<file path="src/rtl/can_irq_pkg.sv">
// Constants, register map and carriers for the CAN interrupt flag/mask block.
// Assumes a 32-bit APB master and event pulses from the CAN core.
package can_irq_pkg;
    // ----------------------------------------
    // Register map (byte addresses)
    // ----------------------------------------
    localparam logic [7:0] FLAG_OFF = 8'h00;
    localparam logic [7:0] MBMASK_OFF = 8'h04;
    localparam logic [7:0] SRCMASK_OFF = 8'h08;
    localparam logic [7:0] UNREAD_OFF = 8'h0c;
    localparam int MB_COUNT = 16;
    // ----------------------------------------
    // Flag register fields
    // ----------------------------------------
    localparam int F_MBEMPTY = 0;
    localparam int F_UNREAD = 1;
    localparam int F_BUSACT = 4;
    localparam int F_RESET = 8;
    localparam int F_RXMSG = 9;
    localparam int F_REMOTE = 10;
    localparam int F_TXWARN = 11;
    localparam int F_RXWARN = 12;
    localparam int F_ERRPASS = 13;
    localparam int F_BUSOFF = 14;
    localparam int F_OVLD = 15;
    localparam logic [15:0] FLAG_RST = 16'h0100;
    localparam logic [15:0] FLAG_W1C = 16'hfd11;
    // ----------------------------------------
    // Mask registers and line routing
    // ----------------------------------------
    localparam logic [15:0] MBMASK_RST = 16'hffff;
    localparam logic [15:0] SRC_RST = 16'hfeff;
    localparam logic [15:0] SRC_WMASK = 16'hfe13;
    localparam logic [15:0] SRC_ONES = 16'h00ec;
    localparam logic [15:0] OVR_BITS = 16'h9d12;
    localparam logic [15:0] ERR_BITS = 16'h6000;
    localparam logic [15:0] RM_BITS = 16'h0200;
    localparam logic [15:0] SLE_BITS = 16'h0001;

    typedef struct packed {
        logic psel;
        logic penable;
        logic pwrite;
        logic [7:0] paddr;
        logic [31:0] pwdata;
    } apb_req_s;

    typedef struct packed {
        logic [31:0] prdata;
        logic pready;
        logic pslverr;
    } apb_rsp_s;

    typedef struct packed {
        logic [15:0] txPendClr;
        logic [15:0] rxPendSet;
        logic [15:0] rxPending;
        logic overload;
        logic busOff;
        logic errPassive;
        logic rxWarn;
        logic txWarn;
        logic remoteReq;
        logic busDominant;
        logic sleepMode;
        logic resetDone;
    } can_evt_s;

    typedef struct packed {
        logic overrun;
        logic errStatus;
        logic rxMessage;
        logic mbEmpty;
    } irq_lines_s;
endpackage : can_irq_pkg

</file>
<file path="src/rtl/can_irq_flags.sv">
// CAN controller interrupt flags, mailbox mask, source mask and request lines.
// Assumes event inputs are one-cycle pulses synchronous to sys_clk.
//
// Design decisions made here: the register offsets and the APB interface to the registers.
`timescale 1ns/1ps
`default_nettype none

// What this block does
// - Unread flag is read-only, set while any unread-message status bit is set.
// - Mailbox-empty flag sets when a transmit-pending bit clears on completion or abort.
// - Writing 1 clears mailbox-empty flag; writing 0 leaves it.
// - Per-mailbox mask is 16 bits, resets to ones; 0 enables, 1 masks.
// - Mailbox mask bytes swapped: bits 15..8 are mailboxes 7..0, bits 7..0 are 15..8.
// - Transmit mailbox source fires when its transmit-pending bit clears.
// - Receive mailbox source fires when its receive-pending bit sets.
// - Source mask is 16 bits; reset flag is never masked.
// - Source mask bits 15..9 gate overload..receive-message flags; reset to 1.
// - Source mask bits 4, 1, 0 gate bus-activity, unread, mailbox-empty flags.
// - Overload, warnings, remote, reset, bus-activity and unread share the overrun line.
// - Bus-off and error-passive share the error-status line.
// - Receive-message and mailbox-empty flags drive their own lines.
// - Source mask bit 8 reads 0; software writes 0.
// - Source mask bits 7..5, 3, 2 read 1; software writes 1.
// - Reset flag starts at 1, sets when reset finishes; write 1 clears.
// - Unread status sets on overwrite before receive-pending cleared; write 1 clears.
// - Bus-activity flag sets on dominant bit in sleep mode; write 1 clears.
module can_irq_flags #(
    parameter int MAILBOXES = 16
) (
    // Clock and reset
    input wire logic sys_clk,
    input wire logic rst,
    // Register bus
    input wire can_irq_pkg::apb_req_s apbReq,
    output can_irq_pkg::apb_rsp_s apbRsp,
    // Events from the CAN core
    input wire can_irq_pkg::can_evt_s evt,
    // Requests to the interrupt controller
    output can_irq_pkg::irq_lines_s irqLines,
    output logic [15:0] mailboxIrq
);
    import can_irq_pkg::*;

    generate
        if (MAILBOXES != MB_COUNT) begin : g_bad_count
            $error("can_irq_flags serves exactly 16 mailboxes");
        end
    endgenerate

    // ----------------------------------------
    // State
    // ----------------------------------------
    logic [15:0] flags_r, flags_nxt;
    logic [15:0] mbMask_r, mbMask_nxt;
    logic [15:0] srcMask_r, srcMask_nxt;
    logic [15:0] unreadSt_r, unreadSt_nxt;
    irq_lines_s lines_r, lines_nxt;
    logic [15:0] mbIrq_r, mbIrq_nxt;
    apb_rsp_s rsp_r, rsp_nxt;

    logic [15:0] mbEnable;
    logic [15:0] srcRead;
    logic [15:0] active;
    logic [15:0] unreadSet;
    logic [15:0] flagSet;
    logic setup;
    logic wrAcc;
    logic [15:0] wdata;

    assign setup = apbReq.psel && !apbReq.penable;
    assign wrAcc = apbReq.psel && apbReq.penable && rsp_r.pready && apbReq.pwrite;
    assign wdata = apbReq.pwdata[15:0];
    // Mask bit 8+m steers mailbox m, mask bit m steers mailbox 8+m
    assign mbEnable = ~{mbMask_r[7:0], mbMask_r[15:8]};
    assign srcRead = (srcMask_r & SRC_WMASK) | SRC_ONES;
    // Reset flag sits under a bit that reads 0, so it is never masked
    assign active = flags_r & ~srcRead;

    // ----------------------------------------
    // Per-mailbox events
    // ----------------------------------------
    genvar m;
    generate
        for (m = 0; m < 16; m++) begin : g_mb
            // A new message while the old one still waits overwrites it
            assign unreadSet[m] = evt.rxPendSet[m] && evt.rxPending[m];
            assign unreadSt_nxt[m] = unreadSet[m] ||
                (unreadSt_r[m] && !(wrAcc && apbReq.paddr == UNREAD_OFF && wdata[m ^ 8]));
            assign mbIrq_nxt[m] = mbEnable[m] && (evt.txPendClr[m] || evt.rxPendSet[m]);
        end
    endgenerate

    // ----------------------------------------
    // Flags and masks
    // ----------------------------------------
    always_comb begin
        flagSet = 16'h0000;
        flagSet[F_MBEMPTY] = |evt.txPendClr;
        flagSet[F_BUSACT] = evt.busDominant && evt.sleepMode;
        flagSet[F_RESET] = evt.resetDone;
        flagSet[F_RXMSG] = |(evt.rxPendSet & mbEnable);
        flagSet[F_REMOTE] = evt.remoteReq;
        flagSet[F_TXWARN] = evt.txWarn;
        flagSet[F_RXWARN] = evt.rxWarn;
        flagSet[F_ERRPASS] = evt.errPassive;
        flagSet[F_BUSOFF] = evt.busOff;
        flagSet[F_OVLD] = evt.overload;
        flags_nxt = flags_r;
        // Set wins over a write-1 clear in the same cycle
        if (wrAcc && apbReq.paddr == FLAG_OFF) begin
            flags_nxt = flags_r & ~(wdata & FLAG_W1C);
        end
        if (evt.rxPending == 16'h0000) begin
            flags_nxt[F_RXMSG] = 1'b0;
        end
        flags_nxt = flags_nxt | flagSet;
        flags_nxt[F_UNREAD] = |unreadSt_nxt;
        mbMask_nxt = mbMask_r;
        srcMask_nxt = srcMask_r;
        if (wrAcc && apbReq.paddr == MBMASK_OFF) begin
            mbMask_nxt = wdata;
        end
        if (wrAcc && apbReq.paddr == SRCMASK_OFF) begin
            srcMask_nxt = (wdata & SRC_WMASK) | (srcMask_r & ~SRC_WMASK);
        end
    end

    always_ff @(posedge sys_clk or posedge rst) begin
        if (rst) begin
            flags_r <= FLAG_RST;
            mbMask_r <= MBMASK_RST;
            srcMask_r <= SRC_RST;
            unreadSt_r <= 16'h0000;
        end else begin
            flags_r <= flags_nxt;
            mbMask_r <= mbMask_nxt;
            srcMask_r <= srcMask_nxt;
            unreadSt_r <= unreadSt_nxt;
        end
    end

    // ----------------------------------------
    // Request lines
    // ----------------------------------------
    // Registered so the lines are glitch-free; costs one cycle of latency
    always_comb begin
        lines_nxt.overrun = |(active & OVR_BITS);
        lines_nxt.errStatus = |(active & ERR_BITS);
        lines_nxt.rxMessage = |(active & RM_BITS);
        lines_nxt.mbEmpty = |(active & SLE_BITS);
    end

    always_ff @(posedge sys_clk or posedge rst) begin
        if (rst) begin
            lines_r <= '0;
            mbIrq_r <= 16'h0000;
        end else begin
            lines_r <= lines_nxt;
            mbIrq_r <= mbIrq_nxt;
        end
    end

    assign irqLines = lines_r;
    assign mailboxIrq = mbIrq_r;

    // ----------------------------------------
    // APB slave: one wait-free access phase
    // ----------------------------------------
    always_comb begin
        rsp_nxt.pready = setup;
        rsp_nxt.pslverr = 1'b0;
        rsp_nxt.prdata = 32'h0000_0000;
        if (setup) begin
            case (apbReq.paddr)
                FLAG_OFF: rsp_nxt.prdata[15:0] = flags_r;
                MBMASK_OFF: rsp_nxt.prdata[15:0] = mbMask_r;
                SRCMASK_OFF: rsp_nxt.prdata[15:0] = srcRead;
                UNREAD_OFF: rsp_nxt.prdata[15:0] = {unreadSt_r[7:0], unreadSt_r[15:8]};
                default: rsp_nxt.pslverr = 1'b1;
            endcase
        end
    end

    always_ff @(posedge sys_clk or posedge rst) begin
        if (rst) begin
            rsp_r <= '0;
        end else begin
            rsp_r <= rsp_nxt;
        end
    end

    assign apbRsp = rsp_r;
endmodule : can_irq_flags

`default_nettype wire

</file>
<file path="config.mk">
export PLATFORM = sky130hd
export DESIGN_NAME = can_irq_flags
export DESIGN_NICKNAME = d
export VERILOG_FILES = /design/src/rtl/can_irq_pkg.sv /design/src/rtl/can_irq_flags.sv
export SDC_FILE = /design/constraint.sdc
export NUM_CORES = 1
export LEC_CHECK = 0
export BUFFER_PORTS_ARGS = -buffer_cell sky130_fd_sc_hd__buf_2
export CAP_MARGIN = 40
export CORE_MARGIN = 2
export CORE_UTILIZATION = 53
export CTS_BUF_LIST = sky130_fd_sc_hd__clkbuf_8 sky130_fd_sc_hd__clkbuf_16
export DETAILED_ROUTE_END_ITERATION = 10
export HOLD_SLACK_MARGIN = 0.1
export PLACE_DENSITY = 0.85
export SYNTH_ARGS = -nofsm -noshare
export SYNTH_HDL_FRONTEND = slang
export SYNTH_SLANG_ARGS = --single-unit
</file>
<file path="constraint.sdc">
create_clock -name sys_clk -period 5.2 [get_ports sys_clk]
set_input_delay 0.52 -clock sys_clk [delete_from_list [all_inputs] [get_ports sys_clk]]
set_output_delay 0.52 -clock sys_clk [all_outputs]
set_load 0.02 [all_outputs]
</file>
==> results of run 1 <==
-- sequential cells by signal, summed over array words and instances (netlist names) --
register	cells
apbRsp	18
flags_r	11
irqLines	4
mailboxIrq	16
mbMask_r	16
srcMask_r	10
unreadSt_r	16
-- routing by layer --
layer | up-vias | global-route usage | share of wire
li1 | 1527 | - | -
met1 | 1681 | 0.3683 | 0.40
met2 | 205 | 0.4604 | 0.50
met3 | 17 | 0.05560 | 0.093
met4 | 0 | 0.09179 | 0.014
met5 | - | 0 | 0
-- cell families (layout without fill, tap and decap cells) --
| family | Yosys count | count (layout) | share of synthesized area |
|---|---|---|---|
| AO/OA/AOI/OAI | 65 | 65 | 0.1087 |
| buffers and inverters | 55 | 170 | 0.06831 |
| flip-flops | 91 | 91 | 0.5439 |
| multiplexers | 31 | 31 | 0.1163 |
| other | 1 | 16 | 0.0008825 |
| AND/OR/NAND/NOR | 127 | 127 | 0.1620 |
-- power groups by stage --
| stage | combinational, W | clock [W] | sequential (W) |
|---|---|---|---|
| 4_1_cts | 0.000146 | 0.000529 | 0.000720 |
| 3_3_place_gp | 0.000141 | 0 | 0.000733 |
| 5_1_grt | 0.000159 | 0.000560 | 0.000721 |
| 2_1_floorplan | 0.0000711 | 0 | 0.000743 |
| 6_report | 0.000146 | 0.000522 | 0.000720 |
| 3_5_place_dp | 0.000145 | 0 | 0.000733 |
-- worst register-to-register path: cells and delay by family, from the launching register on --
family,cells,cell delay [ns]
flops,1,0.34
simple gates,3,1.27
compound gates,2,0.48
-- worst max path at each step --
stage,startpoint,endpoint,slack (ns)
floorplan,rst,apbRsp[0]$_DFF_PP0_,2.36
global placement,apbReq[35],flags_r[1]$_DFF_PP0_,2.62
detailed placement,apbReq[35],flags_r[1]$_DFF_PP0_,2.58
CTS,apbReq[35],flags_r[1]$_DFF_PP0_,2.96
global route,apbReq[35],flags_r[1]$_DFF_PP0_,2.80
finish,apbReq[35],flags_r[1]$_DFF_PP0_,2.91
-- layout make-up --
type	count	share of cell area
sequential	91	0.4536
multi-input combinational	239	0.3345
timing repair buffer	124	0.1223
tap	102	0.02505
clock buffer	9	0.02431
inverter	30	0.02235
clock inverter	7	0.01793
-- cell usage in the layout, fill, tap and decap left out, drive strengths merged, types with 9 or more instances in the layout --
cell	instances
mux2	20
a22o	14
nor2	38
conb	16
o22ai	9
clkbuf	9
a21o	9
dfrtp	64
nor2b	9
buf	124
dfstp	27
o21ai	14
nand2	34
mux4	10
nor4	14
and3	11
inv	32
-- per-stage QoR --
step,hold slack (ns),setup slack (ns),util
2_1_floorplan,0.4559,2.361,-
3_3_place_gp,0.4742,2.621,0.6282
3_5_place_dp,0.4847,2.577,0.6282
4_1_cts,0.2117,2.957,0.6559
5_1_grt,0.2385,2.798,0.6559
6_report,0.2035,2.910,0.6559
==> run summary, run 1 <==
The endpoint identified for the worst register-to-register timing path is flags_r[1]$_DFF_PP0_. The kind of cell with the highest combined delay along the critical path is simple AND/OR/NAND/NOR gates. The layout overhead on the synthesized area came out at 19.91%. The worst setup path is launched from an input port. The cell taking the most area after synthesis was dfrtp_1. Wires add up to 11.65 mm. The largest individual stage delay along the critical path comes from the cell and4_1.

In the final timing run, aggregate negative setup slack is 0 ns. The tools report the Yosys warning count as 0. The logs give 2.397 nW for the static leakage and 2 for the number of buffers on the longest clock path.

Counting cells, the worst reg-to-reg path comes to 5. The logs give 0.5439 for the portion of the post-synthesis area used by sequential elements and 0.002311 mm^2 for the storage element area. The number of max-cap violations was 0; the first-iteration detailed-routing DRC count was 305. At the end of the flow, the number of nets in the layout was 597.

Clock tree synthesis found a total of 91 sinks. In the routed layout, each cell is associated on average with a via count of 5.698. Once detail routing completed, the nets flagged for antenna violations numbered 0. The total non-filler cell area in the finished layout came out at 0.005095 mm^2. The logs give 0.007767 mm^2 for the core area and 0.4981 for the worst relative slew slack. The tools report the worst IR drop on VDD as 0.1398 mV. The buffers plus inverters on the worst setup path works out to 1. The share of Yosys cell area claimed by the top area cell type was 0.3769; the cell count after placement was 586. CTS placed an instance of clkbuf_8 at the clock tree root. The fraction of layout instances using a drive strength above 1 works out to 0.4140.

The signal on the critical path passes through buf_2 -> and2_1 -> and4_1 -> a21boi_2 -> a2111oi_2 -> nand4bb_1. The run gives 3,476 as the via count of the first global-routing pass. The number of instances in the synthesized netlist was 370; the cell area after technology mapping was 0.004249 mm^2.

Sorting the synthesized cells by area gives the leading types as dfrtp_1 (38%), dfstp_2 (17%), mux4_2 (4.8%). Buffers inserted during clock tree synthesis total 9. The die is 93.54 um tall. The H-tree was split into 3 levels. In this run, distinct cell masters in the synthesized netlist total 49.

For the hold buffer count at CTS, the log shows 0. In this run the mean area of a mapped cell was 11.48 um^2. On the worst path, the slowest cell contributes a delay of 0.70 ns.

Global routing finished with a remaining overflow of 0. The number of antenna violations at the first check in global routing was 0. The number of buffer cells added on primary ports is 123.

The global routing usage summed across all routing layers is 0.2774. The number of endpoints failing setup at the final stage is 0. The hold violation total from the final report is 0. Setup repair after global routing left no endpoint under its margin. The cell row count is 32. Clock-pin slew was measured on the worst setup and hold paths at 0.09 ns. The logs give 0 for the final count of pins violating max slew and 156 for the top-level I/O count. For the pin with the worst max-slew slack, the measured transition is 0.7529 ns. The later pin in the worst-skew pair is clocked with a latency of 0.37 ns. Dominant register cell in the synthesized netlist: dfrtp_1. The tools report the non-filler instance count after layout as 602. The maximum net fanout on the critical path is 21. The fraction of the cycle the final worst path needs was 0.4404.

The most common cell in the netlist was dfrtp_1. The number of diodes added for antenna fixing was 0. TritonCTS built the clock tree. Timing would allow up to 436.6 MHz.

Summing all multi-input logic gate instances after layout gives 0.001704 mm^2. The run gives 18.08 mm as the global-route wire length before repair. The reg-to-reg critical path startpoint was apbRsp[1]$_DFF_PP0_. The completed layout was analyzed and its total power is 0.001388 W. Proportion of power drawn by flip-flops and latches: 0.519. Area after detailed placement: 0.004880 mm^2. After legalization and detailed placement, the total HPWL measured 8.721 mm. The combinational share of power is 0.105.

The number of enable-type register cells in the synthesized netlist is 0, and the data arrival time of the critical path is 2.53 ns. Entering global routing, the biggest net connects 54 pins. The run gives 0.376 as the clock power share. The number of stages on the worst setup path was 6. Once the clock tree was built, the setup fixing pass inserted 0 buffers.

In this run, synthesis produced a sequential element count of 91. Internal power comes to 0.001041 W. In this run the power density over the cells is 272.5 mW/mm^2. Dividing the detail-routed wire length by the instance count gives 19.34 um.

The number of vias in the routed layout was 3,430. The floorplan step defined a die boundary enclosing 0.008750 mm^2. The worst hold path belongs to the class input port to async pin. Post-route clock skew: 0.01049 ns. The share of synthesized flip-flops with an asynchronous set or reset came out at 1.000. The first detailed-routing pass took 5 iterations. In this run the register-to-register setup slack is 2.99 ns.

The flow ran to the end, and the final reports show no timing, DRC or antenna violations. The tools report the required time of the worst setup path as 5.44 ns. The critical path is of the input port to flop type. Once the clock tree was built, the resizer swapped 0 gates to a different size. The routed design could run at a clock period as short as 2.290 ns. The fraction of power spent switching nets is 0.2504. For the remaining design rule violation count, the log shows 0.

The final weighted congestion of routability-driven global placement was 0.9577. The kind of end point of the critical path is a flop. Initial standard-cell utilization of the core: 0.5470. In this run the power spent charging and discharging nets is 0.0003477 W. From left edge to right edge, the die measures 93.54 um. After synthesis, the most frequently instantiated cells are dfrtp_1 (64), nor2_1 (37), nand2_1 (34). The filler cells instantiated in the layout total 602.
Power figures use the tool's default switching activity.
==> inputs of run 2 (changes only) <==
CORE_UTILIZATION = 45   (was 53)
PLACE_DENSITY = 0.77   (was 0.85)
clock period = 1.85 ns   (was 5.2 ns; I/O delays follow)
==> run 2 against run 1 <==
Cell count increased by 8.5%. Flip-flop and latch count is the same. Power grew to 2.7 times the previous value. Register-to-register slack got worse by 2.7 ns. Non-clock buffer count is 43 higher. Setup slack worse by 2.7 ns. Combinational power rose to 3.3 times the previous value. Via count grew 4.0%. Routed wire length rose by 4.7%. Core utilization fell by 5.7 points. Critical path type is now flop to flop. Critical endpoint unchanged. Largest cell class unchanged. Highest routed layer unchanged.
==> run summary, run 2 (synthesized netlist as in run 1, its figures left out) <==
The run finished with clean final reports. The run gives 5 (unchanged) as the total iterations of the first detailed-routing run. The final weighted congestion of routability-driven global placement is 0.9582 (about the same), and the maximum net fanout on the critical path is 7 (-67%).

Final antenna-violating net count: 0 (unchanged). The required time of the worst setup path is 2.09 ns (-3.35 ns), and the number of antenna violations at the first check in global routing is 0 (unchanged). Top-level I/O count: 156 (unchanged). The post-route clock skew was 0.006274 ns (-0.004213 ns); the final period demand of the worst path was 1.606 ns. The sum of negative setup slack is 0 ns (unchanged). The startpoint type of the worst setup path is a flop. Static leakage: 2.570 nW (+7.3%). The logs give 0.3433 mV (+150%) for the worst IR drop on VDD and 12.19 mm (+4.7%) for the final routed wirelength across all metal layers.

Number of nets in the finished design: 640 (+7.2%). Total power consumption of the routed design: 0.003811 W (+170%). The number of buffers on the longest clock path is 2 (unchanged), and the hold buffer count at CTS is 32 (+32). The run gives 0 (unchanged) as the number of endpoints failing setup at the final stage. The worst relative slew slack was 0.5931 (+0.09503); the H-tree depth was 3 (unchanged). TritonCTS built the clock tree. Post-CTS setup-driven buffer insertion count: 0 (unchanged). Derived from the worst setup path, the maximum achievable clock frequency is 622.6 MHz. The cell sitting at the root of the clock tree is a clkbuf_8. The data arrival time of the critical path is 1.85 ns (-0.68 ns).

The path type of the worst min-delay path is input port to flop. Clock transition at the register clock pins on the worst setup and hold paths after CTS: 0.09 ns (about the same). The global routing usage summed across all routing layers is 0.2498 (-0.02766), and the mean routed wirelength per cell is 18.67 um (-3.5%). The number of sinks handled by clock tree synthesis came out at 91 (unchanged). The cell row count was 35 (+9.4%); the fraction of layout instances using a drive strength above 1 was 0.3967 (-0.01732). The run gives 0 (unchanged) as the hold violation total from the final report. The critical setup path kind was flop to flop. The number of buffer cells added on primary ports is 123 (unchanged).

The run gives 9 (unchanged) as the total clock buffers created by CTS. Relative to the synthesized area, the layout overhead comes to 29.65%. The number of vias per cell was 5.464 (-4.1%). The tools report the final global-route overflow total as 0 (unchanged). The run gives 0 (unchanged) as the remaining design rule violation count. The final core utilization is 0.5990 (-0.05688), and the first-iteration detailed-routing DRC count is 311 (+2.0%).

The tools report the maximum number of pins on one net before global-route repair as 92 (+70%). The power per standard cell area is 691.8 mW/mm^2 (+150%). The number of resized instances in the post-cts repair step was 0 (unchanged). The via count of the first global-routing pass was 3,668 (+5.5%).

The flip-flop count of the largest register, all copies and words added is 18 (unchanged), and the number of vias in the routed layout is 3,568 (+4.0%). The global-route wire length before repair is 19.04 mm (+5.3%), and the pin slew with the least headroom to its limit is 0.6048 ns (-0.1481 ns). The tools report the HPWL after detailed placement as 8.859 mm (+1.6%). The tools report the final count of pins violating max slew as 0 (unchanged). The worst setup path is captured at a flop. The run gives 0 (unchanged) as the number of max-cap violations.

Most common cell after layout, fill and taps aside: buf_2. Setup repair after global routing left no endpoint under its margin. The vertical die dimension was 101.2 um (+8.2%). The horizontal die dimension is 101.2 um (+8.2%), and the clock insertion delay at the later pin of the skew report is 0.36 ns (about the same). The fraction of the cycle the final worst path needs is 0.8682. The logs give 0.4620 (-0.08500) for the initial standard-cell utilization of the core and 789 (+31%) for the fill cell instance count of the final layout. In the layout the commonest cells are buf_2 (123), dfrtp_1 (64), nor2_1 (37).

The number of diodes added for antenna fixing is 0 (unchanged), and the die outline area is 0.01024 mm^2 (+17%). For the core area, the log shows 0.009196 mm^2 (+18%).
## run 2: changes by cell type in the layout (fill, tap and decap cells not counted)
cell and delta:
bufinv_16 -1, buf_4 +7, clkinvlp_4 +3, clkinv_2 -1, buf_12 +2, dlygate4sd3_1 +34, inv_6 -2
## run 2: where the power goes
| part | leakage, nW | switching, W | internal (W) |
|---|---|---|---|
| logic | 1.52 | 0.000278 | 0.000209 |
| clock network | 0.0923 | 0.000693 | 0.000607 |
| registers | 0.955 | 0.00000800 | 0.00202 |
## run 2: worst paths after layout
path | startpoint | to | slack (ns) | depth (start not counted)
hold reg to reg | srcMask_r[0]$_DFFE_PP1P_ | srcMask_r[0]$_DFFE_PP1P_ | 0.50 | 2
setup / recovery | apbRsp[1]$_DFF_PP0_ | flags_r[1]$_DFF_PP0_ | 0.24 | 5
max in group asynchronous | rst | mbMask_r[6]$_DFFE_PP1P_ | 0.96 | 4
min in group asynchronous | rst | irqLines[0]$_DFF_PP0_ | 0.49 | 4
setup reg to reg | apbRsp[1]$_DFF_PP0_ | flags_r[1]$_DFF_PP0_ | 0.24 | 5
hold / removal | apbReq[7] | mbMask_r[7]$_DFFE_PP1P_ | 0.11 | 2
## run 2: critical path, stage by stage, from the launching register on
cell and delay (ns):
dfrtp_1 0.35, and4_1 0.21, and4_1 0.40, a21boi_2 0.12, a2111oi_2 0.29, nand4bb_1 0.13
## run 2: final cells by class
| type | instances | area, um^2 | area share |
|---|---|---|---|
| well taps | 111 | 138.9 | 0.02521 |
| flip-flops and latches | 91 | 2311 | 0.4195 |
| multi-input cells | 239 | 1704 | 0.3093 |
| repair buffers | 167 | 1056 | 0.1917 |
| inverters | 30 | 116.4 | 0.02112 |
| clock buffers | 9 | 123.9 | 0.02248 |
| clock inverters | 6 | 58.81 | 0.01067 |
## run 2: metrics by stage
| step | std cells | worst slack [ns] | instance area, um^2 | hold slack, ns |
|---|---|---|---|---|
| finish | 653 | 0.2438 | 5509 | 0.1051 |
| global route | 653 | 0.1234 | 5509 | 0.1039 |
| CTS | 651 | 0.2228 | 5489 | 0.1006 |
| detailed placement | 604 | 0.07827 | 4986 | 0.3573 |
| global placement | 604 | 0.1339 | 4986 | 0.3566 |
| floorplan | 385 | 0.1654 | 4309 | 0.2773 |
## run 2: routing by layer
| metal | routed length, um | global-route usage | vias up | part of all wire |
|---|---|---|---|---|
| li1 | - | - | 1612 | - |
| met1 | 4796 | 0.3221 | 1752 | 0.39 |
| met2 | 6212 | 0.4208 | 183 | 0.51 |
| met3 | 962 | 0.05245 | 21 | 0.079 |
| met4 | 223 | 0.08732 | 0 | 0.018 |
| met5 | 0 | 0 | - | 0 |
==> inputs of run 3 (changes only) <==
CORE_UTILIZATION = 50   (was 45)
PLACE_DENSITY = 0.81   (was 0.77)
clock period = 1.61 ns   (was 1.85 ns; I/O delays follow)
==> run 3 against run 2 <==
Worst hold slack improved by 0.014 ns. First-iteration DRC count grew 20%. Clock skew up 0.0065 ns. Sequential power rose by 15%. Register-to-register slack got worse by 0.17 ns.
==> run summary, run 3 (synthesized netlist as in run 1, its figures left out) <==
The flow ran to the end, and the final reports show no timing, DRC or antenna violations. The startpoint type of the worst setup path is an input port. The number of buffer cells added on primary ports is 123 (unchanged), and the global routing usage summed across all routing layers is 0.3132 (+0.06339). The horizontal die dimension was 96.19 um (-4.9%); the die outline area was 0.009252 mm^2 (-9.6%).

Initial standard-cell utilization of the core: 0.5171 (+0.05509). Clock tree root driver cell: clkbuf_8. The tools report the final count of pins violating max slew as 0 (unchanged). The run gives 0.37 ns (about the same) as the clock insertion delay at the later pin of the skew report. The logs give 156 (unchanged) for the top-level I/O count and 0 (unchanged) for the final antenna-violating net count.

Core area: 0.008217 mm^2 (-11%). The hold violation total from the final report came out at 0 (unchanged). The library cells used most frequently in the layout, excluding fill and tap cells, are buf_2 (123), dlygate4sd3_1 (78), dfrtp_1 (64). Slowest library cell on the worst path: dlygate4sd3_1. The remaining design rule violation count is 0 (unchanged), and the number of antenna violations at the first check in global routing is 1 (+1).

The tools report the data arrival time of the critical path as 1.83 ns (-0.02 ns). The proportion of power drawn by flip-flops and latches was 0.538 (+0.007). The tools report the number of nets in the finished design as 693 (+8.3%). The maximum number of pins on one net before global-route repair is 40 (-57%), and the highest clock rate is 637.0 MHz. The clock transition at the register clock pins on the worst setup and hold paths after CTS came out at 0.09 ns (about the same).

The power per standard cell area works out to 713.4 mW/mm^2 (+3.1%). The fraction of layout instances using a drive strength above 1 was 0.3809 (-0.01581). The total iterations of the first detailed-routing run is 6 (+1), and the number of vias per cell is 5.816 (+6.4%). The mean routed wirelength per cell is 19.96 um (+6.9%). The number of buffers on the longest clock path came out at 2 (unchanged).

For the finished layout, the period the worst path requires is 1.570 ns. The cell row count came out at 33 (-5.7%). The flip-flop count of the largest register, all copies and words added is 18 (unchanged). The non-filler instance count after layout is 702 (+7.5%), and the fraction of the cycle the final worst path needs is 0.9751.

Final weighted congestion of routability-driven global placement: 0.9015 (-5.9%). STA classifies the critical path endpoint as a flop. The logs give 3 (unchanged) for the H-tree depth and 20.93 mm (+9.9%) for the global-route wire length before repair.

The tools report the final worst-path setup slack as 0.04004 ns (-0.2037 ns). The worst relative slew slack came out at 0.6180 (+0.02491). The critical setup path kind is input port to flop. For the cell count after placement, the log shows 607 (+0.50%).

The maximum net fanout on the critical path is 2 (-5). Layout overhead on the synthesized area: 42.70%. The worst setup slack before clock tree synthesis came out at -0.03918 ns (-0.1174 ns). The number of max-cap violations is 0 (unchanged). The pin slew with the least headroom to its limit came out at 0.5678 ns (-0.03702 ns).

Walking the worst path, the cells encountered are dlygate4sd3_1 -> buf_2 -> nor4_1 -> nand4_1 -> a21o_1. Leaving out fill and tap cells, the most frequent cell in the layout is buf_2. The static leakage came out at 2.834 nW (+10%). Vertical die dimension: 96.19 um (-4.9%).

The net switching power was 0.001155 W (+18%); the clock power share was 0.306 (-0.035). The first-iteration detailed-routing DRC count came out at 372 (+20%). The logs give 0 (unchanged) for the final global-route overflow total and 0.5032 mV (+47%) for the worst IR drop on VDD. The combinational share of power was 0.157 (+0.029); the post-CTS setup-driven buffer insertion count was 0 (unchanged).

The via count of the first global-routing pass is 4,041 (+10%), and the HPWL after detailed placement is 9.293 mm (+4.9%). The post-route clock skew was 0.01273 ns (+0.006452 ns). TritonCTS built the clock tree. The final routed wirelength across all metal layers is 14.01 mm (+15%), and the delay of the slowest critical-path stage is 0.54 ns (+0.14 ns). The fraction of power spent switching nets is 0.2669 (+0.01000).

The internal portion of total power was 0.003171 W (+12%); the number of sinks handled by clock tree synthesis was 91 (unchanged). For the required time of the worst setup path, the log shows 1.87 ns (-0.22 ns). The number of vias in the routed layout came out at 4,083 (+14%). The total clock buffers created by CTS came out at 9 (unchanged). The number of endpoints failing setup at the final stage came out at 0 (unchanged).

The path type of the worst min-delay path is input port to flop.
-- run 3: routing by layer --
layer  track usage  vias to the layer above  part of all wire
met2        0.5284                      335              0.50
li1              -                     1713                 -
met5             0                        -                 0
met3       0.06578                       86              0.10
met1        0.3786                     1949              0.35
met4        0.1595                        0             0.049
-- run 3: critical path, delay by kind of cell --
kind	cells	cell delay, ns
and+or+nand+nor	2	0.77
buffers and inverters	2	0.68
AOI/OAI and AO/OA	1	0.22
-- run 3: power groups by stage --
stage / sequential (W) / combinational, W / clock (W)
after floorplan: 0.00240 / 0.000230 / 0
after global placement: 0.00237 / 0.000495 / 0
after detailed placement: 0.00237 / 0.000503 / 0
after CTS: 0.00232 / 0.000651 / 0.00134
after global routing: 0.00233 / 0.000723 / 0.00143
final: 0.00233 / 0.000678 / 0.00132
-- run 3: worst paths after layout --
path                                           from                       end  slack, ns  cells past startpoint
max in group asynchronous                       rst  mbMask_r[13]$_DFFE_PP1P_       0.68                      4
min in group asynchronous                       rst   mailboxIrq[8]$_DFF_PP0_       0.32                      3
max                                         evt[46]      flags_r[0]$_DFF_PP0_       0.04                      5
min                                         evt[25]   unreadSt_r[0]$_DFF_PP0_       0.12                      2
max reg2reg                unreadSt_r[11]$_DFF_PP0_      flags_r[1]$_DFF_PP0_       0.07                      5
min reg2reg                srcMask_r[0]$_DFFE_PP1P_     irqLines[0]$_DFF_PP0_       0.50                      1
-- run 3: timing repair --
action	CTS	global route
hold buffers	78	0
endpoints found under the setup margin	0	1
gates resized for setup	0	7
endpoints found under the hold margin	72	0
-- run 3: area by class of cell --
type                            instances  area, um^2
Sequential cell                        91        2311
Clock inverter                          7       33.78
Timing Repair Buffer                  220        1614
Multi-Input combinational cell        239        1730
Inverter                               30       116.4
Fill cell                             566        2153
Antenna cell                            1       2.502
Clock buffer                            9       123.9
Tap cell                              105       131.4
-- run 3: through the flow --
stage	cell area, um^2	utilization	setup TNS, ns	hold WS [ns]	total power [W]
after floorplan	4312	-	0	0.2533	0.002629
final	6063	0.7379	0	0.1194	0.004326
after global routing	6063	0.7379	-0.005109	0.1059	0.004477
after detailed placement	5099	0.6205	-0.1692	0.1773	0.002870
after global placement	5099	0.6205	0	0.1737	0.002862
after CTS	6037	0.7347	0	0.1037	0.004311
